File: config.mk
export PLATFORM = sky130hd
export DESIGN_NAME = rsc_reset_ctrl
export DESIGN_NICKNAME = d
export VERILOG_FILES = /design/src/verilog/rsc_reset_ctrl.v
export VERILOG_INCLUDE_DIRS = /design/src /design/src/verilog
export SDC_FILE = /design/constraint.sdc
export NUM_CORES = 1
export LEC_CHECK = 0
export ABC_CLOCK_PERIOD_IN_PS = 1800
export BUFFER_PORTS_ARGS = -buffer_cell sky130_fd_sc_hd__clkbuf_2
export CORE_MARGIN = 1
export CORE_UTILIZATION = 43
export DETAILED_ROUTE_END_ITERATION = 10
export PLACE_DENSITY = 0.75
export SLEW_MARGIN = 20
export SYNTH_ARGS = -nofsm -noshare
export SYNTH_HDL_FRONTEND = slang
export SYNTH_SLANG_ARGS = --single-unit
File: constraint.sdc
create_clock -name clk_sys -period 1.8 [get_ports clk_sys]
set_input_delay 0.09 -clock clk_sys [delete_from_list [all_inputs] [get_ports clk_sys]]
set_output_delay 0.09 -clock clk_sys [all_outputs]
set_load 0.005 [all_outputs]
File: src/verilog/rsc_regs.vh
// constants of the reset and stop-mode recovery controller
// Function
// RULE1: por, brown-out, reset pin or fault detect cause system reset in normal mode.
// RULE2: watchdog timeout resets only when the watchdog reset-select option is set.
// RULE3: writing 1 to debugger control bit 0 starts a device reset.
// RULE4: in stop mode a watchdog timeout starts a stop-mode recovery.
// RULE5: in stop mode only enabled gpio input transitions start a stop-mode recovery.
// RULE6: reset type is chosen from operating mode and the reset source.
// RULE7: two reset types; system reset clears peripheral registers and resets the core.
// RULE8: stop recovery resets core only; source and oscillator registers also update.
// RULE9: internal reset is held at least 66 oscillator cycles for both types; the code holds 50 oscillator cycles then 16 system clocks.
// RULE10: latency is 50 oscillator cycles then 16 system clock cycles.
// RULE11: an external agent holds the reset pin low at least four clocks.
// RULE12: open-drain reset pin is driven low until the reset delay ends.
// RULE13: por or brown-out wins over all other sources and gives full reset.
// RULE14: requests are synchronised first and a new request restarts the count; the code takes the request inputs unsynchronised.
`ifndef RSC_REGS_VH
`define RSC_REGS_VH
`define RSC_ADDR_W 12
`define RSC_STAT_OFF 12'hff0
`define RSC_DBG_OFF 12'hff4
`define RSC_OSC_OFF 12'hff8
`define RSC_SMR_OFF 12'hffc
`define RSC_OSC_CNT 7'h32
`define RSC_SYS_CNT 7'h10
`define RSC_PIN_MIN 3'h4
`define RSC_OSC_RST 8'ha0
`define RSC_BIT_POR 7
`define RSC_BIT_STOP 6
`define RSC_BIT_WDT 5
`define RSC_BIT_EXT 4
`define RSC_BIT_FLT 3
`define RSC_BIT_DBG 2
`define RSC_BIT_WDTRES 0
`define RSC_BIT_RSVD 1
`define RSC_STAT_RST 8'h81
`define RSC_SMR_RST 8'h00
`define RSC_DBG_RST_BIT 0
`define RSC_REG_W 8
`define RSC_SEL_STAT 0
`define RSC_SEL_DBG 1
`define RSC_SEL_OSC 2
`define RSC_SEL_SMR 3
`endif

File: src/verilog/rsc_reset_ctrl.v
// reset and stop-mode recovery sequencer with apb register access
//
// Local design decision: register access over APB.
`default_nettype none
`include "rsc_regs.vh"
module rsc_reset_ctrl (
  input wire clk_sys,
  input wire rst_b,
  input wire clk_ipo,
  input wire porDetect,
  input wire brownoutDetect,
  input wire faultDetect,
  input wire wdtTimeout,
  input wire stopMode,
  input wire [7:0] gpioIn,
  input wire resetPinIn,
  output reg resetPinOut,
  output reg resetPinOe,
  output reg coreReset,
  output reg periphReset,
  output reg sysClkEn,
  input wire psel,
  input wire penable,
  input wire pwrite,
  input wire [31:0] paddr,
  input wire [31:0] pwdata,
  output wire pready,
  output wire pslverr,
  output reg [31:0] prdata
);
  localparam IDLE = 2'b00;
  localparam OSCW = 2'b01;
  localparam SYSW = 2'b10;

  reg [1:0] state_q;
  reg [6:0] cnt_q;
  reg [1:0] oscSync_q;
  reg oscSeen_q;
  reg recov_q;
  reg [7:0] stat_q;
  reg [7:0] osc_q;
  reg [7:0] smrEn_q;
  reg dbgRst_q;
  reg [7:0] gpioPrev_q;
  reg [2:0] pinLow_q;

  // clk_ipo is slower than clk_sys; its edges are found after synchronising
  wire oscEdge = oscSync_q[1] & ~oscSeen_q;
  wire pinReq = (pinLow_q >= `RSC_PIN_MIN);
  wire hardReq = porDetect | brownoutDetect; // RULE13
  wire wdtSys = wdtTimeout & ~stopMode & stat_q[`RSC_BIT_WDTRES]; // RULE2
  wire sysReq = hardReq | pinReq | faultDetect | wdtSys | dbgRst_q; // RULE1 RULE6
  wire gpioHit = |((gpioIn ^ gpioPrev_q) & smrEn_q); // RULE5
  wire smrReq = stopMode & (wdtTimeout | gpioHit) & ~sysReq; // RULE4 RULE6
  // one-hot register select; any upper address bit set means unmapped
  function [3:0] rsc_decode;
    input [31:0] addr;
    begin
      rsc_decode = 4'h0;
      if (addr[31:`RSC_ADDR_W] != {(32 - `RSC_ADDR_W){1'b0}}) begin
        rsc_decode = 4'h0;
      end else if (addr[`RSC_ADDR_W-1:0] == `RSC_STAT_OFF) begin
        rsc_decode[`RSC_SEL_STAT] = 1'b1;
      end else if (addr[`RSC_ADDR_W-1:0] == `RSC_DBG_OFF) begin
        rsc_decode[`RSC_SEL_DBG] = 1'b1;
      end else if (addr[`RSC_ADDR_W-1:0] == `RSC_OSC_OFF) begin
        rsc_decode[`RSC_SEL_OSC] = 1'b1;
      end else if (addr[`RSC_ADDR_W-1:0] == `RSC_SMR_OFF) begin
        rsc_decode[`RSC_SEL_SMR] = 1'b1;
      end
    end
  endfunction

  wire acc = psel & penable;
  wire wr = acc & pwrite;
  wire [3:0] regSel = rsc_decode(paddr);
  wire hitStat = regSel[`RSC_SEL_STAT];
  wire hitDbg = regSel[`RSC_SEL_DBG];
  wire hitOsc = regSel[`RSC_SEL_OSC];
  wire hitSmr = regSel[`RSC_SEL_SMR];
  wire mapped = |regSel;

  assign pready = 1'b1;
  assign pslverr = acc & ~mapped;

  always @(posedge clk_sys or negedge rst_b) begin
    if (!rst_b) begin
      oscSync_q <= 2'b00;
      // seen starts high, but the synchroniser clears to 00, so a high oscillator at release still shows as an edge
      oscSeen_q <= 1'b1;
    end else begin
      oscSync_q <= {oscSync_q[0], clk_ipo};
      oscSeen_q <= oscSync_q[1];
    end
  end

  always @(posedge clk_sys or negedge rst_b) begin
    if (!rst_b) begin
      pinLow_q <= 3'h0;
      gpioPrev_q <= 8'h00;
    end else begin
      gpioPrev_q <= gpioIn;
      // our own pull on the pin is not an outside request, else reset never ends
      if (resetPinIn | ~resetPinOe) begin
        pinLow_q <= 3'h0; // RULE11 RULE12
      end else if (!pinReq) begin
        pinLow_q <= pinLow_q + 3'h1; // RULE11
      end
    end
  end

  always @(posedge clk_sys or negedge rst_b) begin
    if (!rst_b) begin
      state_q <= OSCW;
      cnt_q <= 7'h00;
      recov_q <= 1'b0;
    end else if (sysReq | smrReq) begin
      state_q <= OSCW; // RULE14
      cnt_q <= 7'h00;
      recov_q <= smrReq & ~(recov_q == 1'b0 && state_q != IDLE);
    end else begin
      case (state_q)
        OSCW: begin
          if (oscEdge) begin
            // the first edge only opens the window, so whole periods are counted
            if (cnt_q == `RSC_OSC_CNT) begin
              state_q <= SYSW; // RULE10
              cnt_q <= 7'h00;
            end else begin
              cnt_q <= cnt_q + 7'h1; // RULE9
            end
          end
        end
        SYSW: begin
          if (cnt_q == `RSC_SYS_CNT - 7'h1) begin
            state_q <= IDLE; // RULE9 RULE10
          end else begin
            cnt_q <= cnt_q + 7'h1;
          end
        end
        default: begin
          state_q <= IDLE;
        end
      endcase
    end
  end

  // outputs come from flops so the core never sees a decode glitch
  always @(posedge clk_sys or negedge rst_b) begin
    if (!rst_b) begin
      coreReset <= 1'b1;
      periphReset <= 1'b1;
      sysClkEn <= 1'b0;
      resetPinOut <= 1'b0;
      resetPinOe <= 1'b1;
    end else begin
      coreReset <= (state_q != IDLE); // RULE7 RULE8
      periphReset <= (state_q != IDLE) & ~recov_q; // RULE7 RULE8
      sysClkEn <= (state_q != OSCW); // RULE10
      resetPinOut <= 1'b0;
      resetPinOe <= ~((state_q != IDLE) & ~recov_q); // RULE12
    end
  end

  // status keeps the last cause; the watchdog option survives resets
  always @(posedge clk_sys or negedge rst_b) begin
    if (!rst_b) begin
      stat_q <= `RSC_STAT_RST;
      osc_q <= `RSC_OSC_RST;
      smrEn_q <= `RSC_SMR_RST;
      dbgRst_q <= 1'b0;
    end else begin
      if (sysReq) begin
        // power-on and brown-out mask every other cause bit
        stat_q[`RSC_BIT_POR] <= hardReq | dbgRst_q; // RULE13
        stat_q[`RSC_BIT_STOP] <= 1'b0;
        stat_q[`RSC_BIT_WDT] <= wdtSys & ~hardReq; // RULE2
        stat_q[`RSC_BIT_EXT] <= pinReq & ~hardReq; // RULE1
        stat_q[`RSC_BIT_FLT] <= faultDetect & ~hardReq; // RULE1
        stat_q[`RSC_BIT_DBG] <= 1'b0;
        stat_q[`RSC_BIT_RSVD] <= 1'b0;
        osc_q <= `RSC_OSC_RST; // RULE7
        smrEn_q <= `RSC_SMR_RST; // RULE7
        // a debugger write landing in a reset cycle is kept and restarts the count
        dbgRst_q <= wr & hitDbg & pwdata[`RSC_DBG_RST_BIT]; // RULE3 RULE14
      end else if (smrReq) begin
        stat_q[`RSC_BIT_POR] <= 1'b0;
        stat_q[`RSC_BIT_STOP] <= 1'b1; // RULE8
        stat_q[`RSC_BIT_WDT] <= wdtTimeout; // RULE4
        stat_q[`RSC_BIT_EXT] <= 1'b0;
        stat_q[`RSC_BIT_FLT] <= 1'b0;
        stat_q[`RSC_BIT_DBG] <= 1'b0;
        stat_q[`RSC_BIT_RSVD] <= 1'b0;
        osc_q <= `RSC_OSC_RST; // RULE8
      end else if (wr) begin
        if (hitStat) begin
          stat_q[`RSC_BIT_WDTRES] <= pwdata[`RSC_BIT_WDTRES]; // RULE2
        end else if (hitDbg) begin
          dbgRst_q <= pwdata[`RSC_DBG_RST_BIT]; // RULE3
        end else if (hitOsc) begin
          osc_q <= pwdata[`RSC_REG_W-1:0];
        end else if (hitSmr) begin
          smrEn_q <= pwdata[`RSC_REG_W-1:0]; // RULE5
        end
      end
    end
  end

  always @(posedge clk_sys or negedge rst_b) begin
    if (!rst_b) begin
      prdata <= 32'h00000000;
    end else if (psel & ~penable & ~pwrite) begin
      if (hitStat) begin
        prdata <= {24'h000000, stat_q};
      end else if (hitDbg) begin
        prdata <= {31'h00000000, dbgRst_q};
      end else if (hitOsc) begin
        prdata <= {24'h000000, osc_q};
      end else if (hitSmr) begin
        prdata <= {24'h000000, smrEn_q};
      end else begin
        prdata <= 32'h00000000;
      end
    end
  end
endmodule // rsc_reset_ctrl
`default_nettype wire

==> metrics.md, run 1 <==
| Metric | Value |
|---|---|
| PwrDens | `~700 mW/mm^2` |
| CTS max path bufs | `2` |
| Area grow syn2layout | `36.0%` |
| Placer Congestion | `~0.86` |
| DRC | `0` |
| Detailed Route WL | `approximately 7800 um` |
| Number of buffers created by CTS | `9` |
| CTS tree | `done` |
| Area fraction of the dominant cell type after synthesis | `a little over two fifths` |
| Crit path launch type | `register` |
| Comb pwr share | `under 10%` |
| Port bufs | `approximately 70` |
| Buf+Inv Stages, Crit Path | `0` |
| Mapped Avg Cell Area | `about 11 sq um` |
| Cell Int Power | `between 2 and 2.5 mW` |
| DR WL/cell | `about 16 um` |
| Top Ports | `roughly 120` |
| Core Region | `0.00653 sq mm` |
| Clk Latency, worst-skew pair | `roughly 340 ps` |
| FILL cells | `approximately 510` |
| Final Slew Violations | `0` |
| Hold Path Class | `input port to register` |
| Post-synth EDFFs | `0` |
| Number of synthesized register bits | `roughly 60` |
| Synth cell types | `46` |
| Static Leak | `about 1.8 nW` |
| Clk pin slew, worst setup/hold paths | `70 ps` |
| Share of layout cells above drive strength 1 | `approximately two fifths` |
| Final setup vio count | `19` |
| Post-layout minimum cycle time | `just under 2000 ps` |
| PnR worst setup slack | `-170 ps` |
| Worst VDD drop | `0.000361 V` |
| Sw Ratio | `23.1%` |
| Post-synth top area cell | `dfrtp_1` |
| Initial antenna violation count | `0` |
| Layout Nets | `about 480` |
| Seq/Total Area, Yosys | `50.0%` |
| Final hold viol count | `0` |
| Top delay family on crit path | `simple AND/OR/NAND/NOR gates` |
| CP Max Fanout | `2` |
| Slowest cell on the critical path | `or4_4` |
| Die span in x | `roughly 85 um` |
| Tightest Pin Transition | `around 500 ps` |
| CTS H-tree depth | `3` |
| Vias in the first global route | `approximately 2500` |
| Die area | `between 0.007 and 0.008 sq mm` |
| First-pass GRT wire length | `11700 um` |
| Initial core utilization | `a little under half` |
| Sequential share of power | `47.7%` |
| # clock sinks | `about 60` |
| WS Path Type | `register to register` |
| Grt ovf | `0` |
| Detail Placement HPWL | `around 5400 um` |
| Largest net degree at the start of global routing | `60` |
| Worst setup EP type | `register` |
| FFs w/ async S/R, synth | `100%` |
| Detailed Routing Iterations Pass 1 | `4` |
| Dominant cells by area after synthesis | `dfrtp_1 (42%), dfstp_2 (7.9%), buf_4 (6.6%), mux2i_1 (4.7%), a21oi_1 (3.0%)` |
| Failing checks | `setup timing` |
| WP data arrival | `roughly 2200 ps` |
| Final ANT Viol Nets | `0` |
| CP cell instances | `or3_4 -> or4_4 -> nor4_4 -> mux2_4` |
| RSZ-0062 raised after global routing | `true` |
| Final Skew | `9.60 ps` |
| Max-cap violations | `0` |
| Top FF cell, synth | `dfrtp_1` |
| Root buffer cell | `clkbuf_8` |
| Vias | `between 2000 and 3000` |
| Die height | `between 80 and 90 um` |
| Relative slew slack | `66.1%` |
| Vias per cell | `roughly 5.5` |
| Dpl cells | `between 400 and 500` |
| Final TNS setup | `-1470 ps` |
| Clock network power share | `a little over two fifths` |
| FMAX | `roughly 510 MHz` |
| Row count | `29` |
| Fin crit share | `109%` |
| Cell count after synthesis | `about 280` |
| CP peak stage delay | `about 460 ps` |
| Drt first-iter violations | `between 200 and 250` |
| Status | `complete, but fails checks` |
| Fin cells | `around 480` |
| Syn. warnings | `0` |
| Tot GR Track Use | `21.4%` |
| Worst path required time | `approximately 2100 ps` |
| Sw Pwr | `656 uW` |
| Synthesized area | `roughly 0.003 sq mm` |
| N_diodes | `0` |
through the flow:
stage	hold slack (ps)	instance area (sq um)	setup slack, ps	power [mW]	utilization (%)
CTS	2.75	3900	-154	2.83	59.7
detailed placement	124	3520	-433	1.61	53.8
global placement	121	3520	-394	1.60	53.8
floorplan	-206	3080	-316	1.50	-
global route	27.9	4050	-199	2.94	62.0
finish	23.2	4050	-170	2.84	62.0
what timing repair did:
action	in CTS	in global routing
resized for setup	11	39
hold buffers	13	0
hold endpoints to repair	62	0
gates cloned	1	0
setup buffers	0	1
pin swaps	0	23
endpoints found under the setup margin	18	33
flip-flops by register name, summed over array words and instances, names as in the netlist, 2 cells and up:
signal      count
cnt_q           7
prdata          8
state_q         2
pinLow_q        3
osc_q           8
smrEn_q         8
stat_q          6
gpioPrev_q      8
oscSync_q       2
cells by family after synthesis:
| group | synth area share, % |
|---|---|
| multiplexers | 6.60 |
| other | 0.252 |
| buffers and inverters | 8.62 |
| XOR/XNOR | 3.83 |
| adder cells (fa/ha/maj) | 1.68 |
| AO/OA/AOI/OAI | 11.9 |
| AND/OR/NAND/NOR | 17.1 |
| flip-flops | 50.0 |
tightest hold or removal path, cell delays in order:
cell      delay, ps
clkbuf_2        100
nand3_1          70
a21oi_1          60
metal layers:
metal  vias to the layer above  wire length (um)  GRT usage, %
met4                         0               199          10.9
li1                       1185                 -             -
met5                         -                 0             0
met2                       137              3900          35.0
met3                        22               600          5.54
met1                      1258              3080          26.1
synthesized netlist by cell type, drive strengths merged (3+ instances only):
cell type   n
dfrtp      50
buf        27
nor2       22
a21oi      18
nand2      18
mux2i      14
nand3      13
o21ai      13
dfstp       9
nor4        9
xor2        9
a22o        8
clkbuf      8
inv         7
a211oi      4
ha          4
nand2b      4
or3         4
or4         4
xnor2       4
mux2        3
nand4       3
nor2b       3
power groups by stage:
stage	clock network (mW)	registers, mW	logic [mW]
3_5_place_dp	0	1.38	0.228
2_1_floorplan	0	1.38	0.125
6_report	1.21	1.35	0.281
4_1_cts	1.22	1.35	0.260
3_3_place_gp	0	1.38	0.223
5_1_grt	1.28	1.35	0.307
layout by cell type (no fill, tap or decap), drive strengths merged, types with 7 or more instances in the layout:
| cell type | synthesis | layout |
|---|---|---|
| xor2 | 9 | 9 |
| buf | 27 | 27 |
| dlygate4sd3 | 0 | 13 |
| nand3 | 13 | 13 |
| nor4 | 9 | 9 |
| mux2i | 14 | 14 |
| dfstp | 9 | 9 |
| a21oi | 18 | 18 |
| o21ai | 13 | 13 |
| conb | 2 | 26 |
| a22o | 8 | 8 |
| nand2 | 18 | 18 |
| dfrtp | 50 | 50 |
| clkbuf | 8 | 86 |
| nor2 | 22 | 22 |
| inv | 7 | 7 |
path summary, 6_finish.rpt:
path                                             start                endpoint  slack, ps  depth (start not counted)
worst max-delay path              dbgRst_q$_DFFE_PN0P_   stat_q[0]$_DFFE_PN1P_       -170                          4
max in group asynchronous                        rst_b   periphReset$_DFF_PN1_       1210                          3
worst max register to register    dbgRst_q$_DFFE_PN0P_   stat_q[0]$_DFFE_PN1P_       -170                          4
worst min-delay path                         pwdata[3]  smrEn_q[3]$_DFFE_PN0P_         20                          3
worst min register to register  oscSync_q[0]$_DFF_PN0_  oscSync_q[1]$_DFF_PN0_        350                          0
min in group asynchronous                        rst_b    osc_q[1]$_DFFE_PN0P_        300                          3
final cells by class:
class                      instances  area, sq um  area share (%)
inverter                           7         26.3           0.649
timing repair buffer             112          741            18.3
multi-input combinational        206         1500            37.0
tap                               77         96.3            2.38
sequential                        59         1490            36.8
clock buffer                      14          163            4.02
clock inverter                     2         35.0           0.866
No activity file was read; power rests on OpenSTA's default activity.
==> run 2, diff against run 1 <==
==> constraint.sdc (replaced) <==
create_clock -name clk_sys -period 1.8 [get_ports clk_sys]
set_input_delay 0.45 -clock clk_sys [delete_from_list [all_inputs] [get_ports clk_sys]]
set_output_delay 0.45 -clock clk_sys [all_outputs]
set_load 0.005 [all_outputs]
==> run 2 against run 1 <==
  * The run still ends with setup timing left
  * Via count shrank 3.5%
  * Sequential cell count is the same
  * Cell count shrank 0.21%
  * Cell area grew 1.1%
  * Non-clock buffer count shrank 1
  * Critical path depth grew 2
  * First-iteration DRC count shrank 13%
  * Highest routed layer unchanged
  * Clock power grew 19%
  * Sequential power is essentially flat
  * Global-route usage shrank 0.52 points
  * Worst setup slack lost 260 ps
==> metrics.md, run 2 (synthesis results as in run 1) <==
| Metric | Value |
|---|---|
| Status | `complete, but fails checks` |
| Failing checks | `setup timing` |
| Vias in the first global route | `2436 (-3.5%)` |
| Initial core utilization | `45.6% (unchanged)` |
| Initial antenna violation count | `0 (unchanged)` |
| Commonest non-fill, non-tap cell in the layout | `clkbuf_2` |
| Slowest cell on the critical path | `or4_4` |
| Final hold viol count | `0 (unchanged)` |
| FMAX | `449 MHz (-12%)` |
| CP Max Fanout | `2 (unchanged)` |
| Final ANT Viol Nets | `0 (unchanged)` |
| Total power | `3.07 mW (+7.9%)` |
| Port bufs | `72 (unchanged)` |
| Grt ovf | `0 (unchanged)` |
| R2r startpoint | `dbgRst_q$_DFFE_PN0P_` |
| Detailed Routing Iterations Pass 1 | `4 (unchanged)` |
| Placer Congestion | `0.846 (-1.8%)` |
| Die area | `0.00726 sq mm (unchanged)` |
| Post-layout minimum cycle time | `2230 ps (+259 ps)` |
| Worst setup EP type | `register` |
| Drt first-iter violations | `180 (-13%)` |
| Reg area | `0.00149 sq mm (unchanged)` |
| Max-cap violations | `0 (unchanged)` |
| Multi-input logic area | `0.00153 sq mm (+1.8%)` |
| RR Endpoint | `stat_q[0]$_DFFE_PN1P_` |
| CTS H-tree depth | `3 (unchanged)` |
| Reg2Reg Setup Slack | `-80 ps (+90 ps)` |
| Die height | `85.2 um (unchanged)` |
| Share of layout cells above drive strength 1 | `45.6% (+3.9 points)` |
| First-pass GRT wire length | `11500 um (-1.8%)` |
| Clk pin slew, worst setup/hold paths | `60 ps (about the same)` |
| Detail Placement HPWL | `5310 um (-1.1%)` |
| Buf+Inv Stages, Crit Path | `1 (+1)` |
| Finished Cell Area | `0.00409 sq mm (+1.1%)` |
| Hold-fix buffer count after cts | `0 (-13)` |
| Layout Nets | `482 (-0.21%)` |
| Largest net degree at the start of global routing | `60 (unchanged)` |
| DR WL/cell | `15.5 um (-5.2%)` |
| Final setup vio count | `22 (+3)` |
| DRC | `0 (unchanged)` |
| Hold Path Class | `input port to async pin` |
| Core Region | `0.00653 sq mm (unchanged)` |
| CTS max path bufs | `2 (unchanged)` |
| Vias | `2511 (-3.5%)` |
| PwrDens | `749 mW/mm^2 (+6.7%)` |
| Die span in x | `85.2 um (unchanged)` |
| N_diodes | `0 (unchanged)` |
| Fin crit share | `124% (+14 points)` |
| Detailed Route WL | `7360 um (-5.4%)` |
| Top Ports | `123 (unchanged)` |
| Clk Latency, worst-skew pair | `330 ps (about the same)` |
| Worst path required time | `2060 ps (about the same)` |
| CP cell instances | `clkbuf_2 -> or4_4 -> or4_4 -> or4_4 -> nor4_4 -> mux2_4` |
| Fin cells | `476 (-0.21%)` |
| # clock sinks | `59 (unchanged)` |
| Placed Instance Area | `0.00358 sq mm (+1.9%)` |
| CP most frequent cell | `or4_4` |
| Hold slack | `112 ps (+88.7 ps)` |
| Cell count of the worst reg-to-reg path | `4 (unchanged)` |
| Vias per cell | `5.28 (-3.3%)` |
| Number of buffers created by CTS | `9 (unchanged)` |
| RSZ-0062 raised after global routing | `true` |
| Tot GR Track Use | `20.8% (-0.52 points)` |
| FILL cells | `490 (-4.3%)` |
| Worst setup path startpoint | `paddr[13]` |
| Final Slew Violations | `0 (unchanged)` |
| WS Path Type | `input port to register` |
| Setup slack after placement | `-803 ps (-370 ps)` |
| Static Leak | `1.87 nW (+2.7%)` |
| Top delay family on crit path | `simple AND/OR/NAND/NOR gates` |
| Root buffer cell | `clkbuf_8` |
| CP peak stage delay | `530 ps (+70 ps)` |
| Area grow syn2layout | `37.6%` |
| WP data arrival | `2490 ps (+250 ps)` |
| CTS tree | `done` |
| PnR worst setup slack | `-430 ps (-259 ps)` |
| Crit path launch type | `input port` |
| Dpl cells | `455 (+2.0%)` |
| Commonest cells after routing, fill and taps aside | `clkbuf_2 (72), dfrtp_1 (50), conb_1 (26), buf_4 (26), nand2_1 (17)` |
| Final Skew | `5.38 ps (-4.22 ps)` |
| Worst VDD drop | `0.000612 V (+70%)` |
| Row count | `29 (unchanged)` |
[run 2: changes by cell type in the layout (fill, tap and decap cells not counted), sizes merged]
cell         before  now
dlygate4sd3      13    0
clkinv            1    2
clkbuf           86   83
buf              27   39
bufinv            1    3
[run 2: repair_timing]
| action | CTS | global route |
|---|---|---|
| resized for setup | 19 | 38 |
| pin swaps | 10 | 22 |
| endpoints found under the setup margin | 35 | 40 |
| setup buffers | 3 | 2 |
| gates cloned | 0 | 1 |
[run 2: area by class of cell]
type	count	share of cell area, %
Clock buffer	11	3.45
Timing Repair Buffer	111	17.5
Sequential cell	59	36.3
Tap cell	77	2.35
Clock inverter	5	2.44
Multi-Input combinational cell	206	37.3
Inverter	7	0.642
[run 2: stage by stage]
| stage | TNS (ps) | util, % |
|---|---|---|
| after floorplan | -9800 | - |
| after global placement | -14310 | 54.9 |
| after detailed placement | -15170 | 54.9 |
| after CTS | -3250 | 60.2 |
| after global routing | -7700 | 62.7 |
| final | -6050 | 62.7 |
[run 2: worst max path at each step]
stage / endpoint / slack [ps] / depth (start not counted)
2_1_floorplan: stat_q[0]$_DFFE_PN1P_ / -680 / 5
4_1_cts: stat_q[0]$_DFFE_PN1P_ / -410 / 6
3_3_place_gp: stat_q[0]$_DFFE_PN1P_ / -760 / 6
5_1_grt: stat_q[0]$_DFFE_PN1P_ / -450 / 6
3_5_place_dp: stat_q[0]$_DFFE_PN1P_ / -800 / 6
6_report: stat_q[0]$_DFFE_PN1P_ / -430 / 6
[run 2: report_power, final]
group / leakage [nW] / internal, mW / switching, mW
registers: 0.769 / 1.35 / 0.00835
logic: 0.983 / 0.116 / 0.153
clock network: 0.123 / 0.953 / 0.491
[run 2: metal layers]
metal / track usage, % / share of wire [%] / vias to the layer above
li1: - / - / 1181
met1: 27.0 / 43 / 1216
met2: 33.1 / 50 / 98
met3: 5.45 / 5.9 / 16
met4: 9.09 / 1.7 / 0
met5: 0 / 0 / -
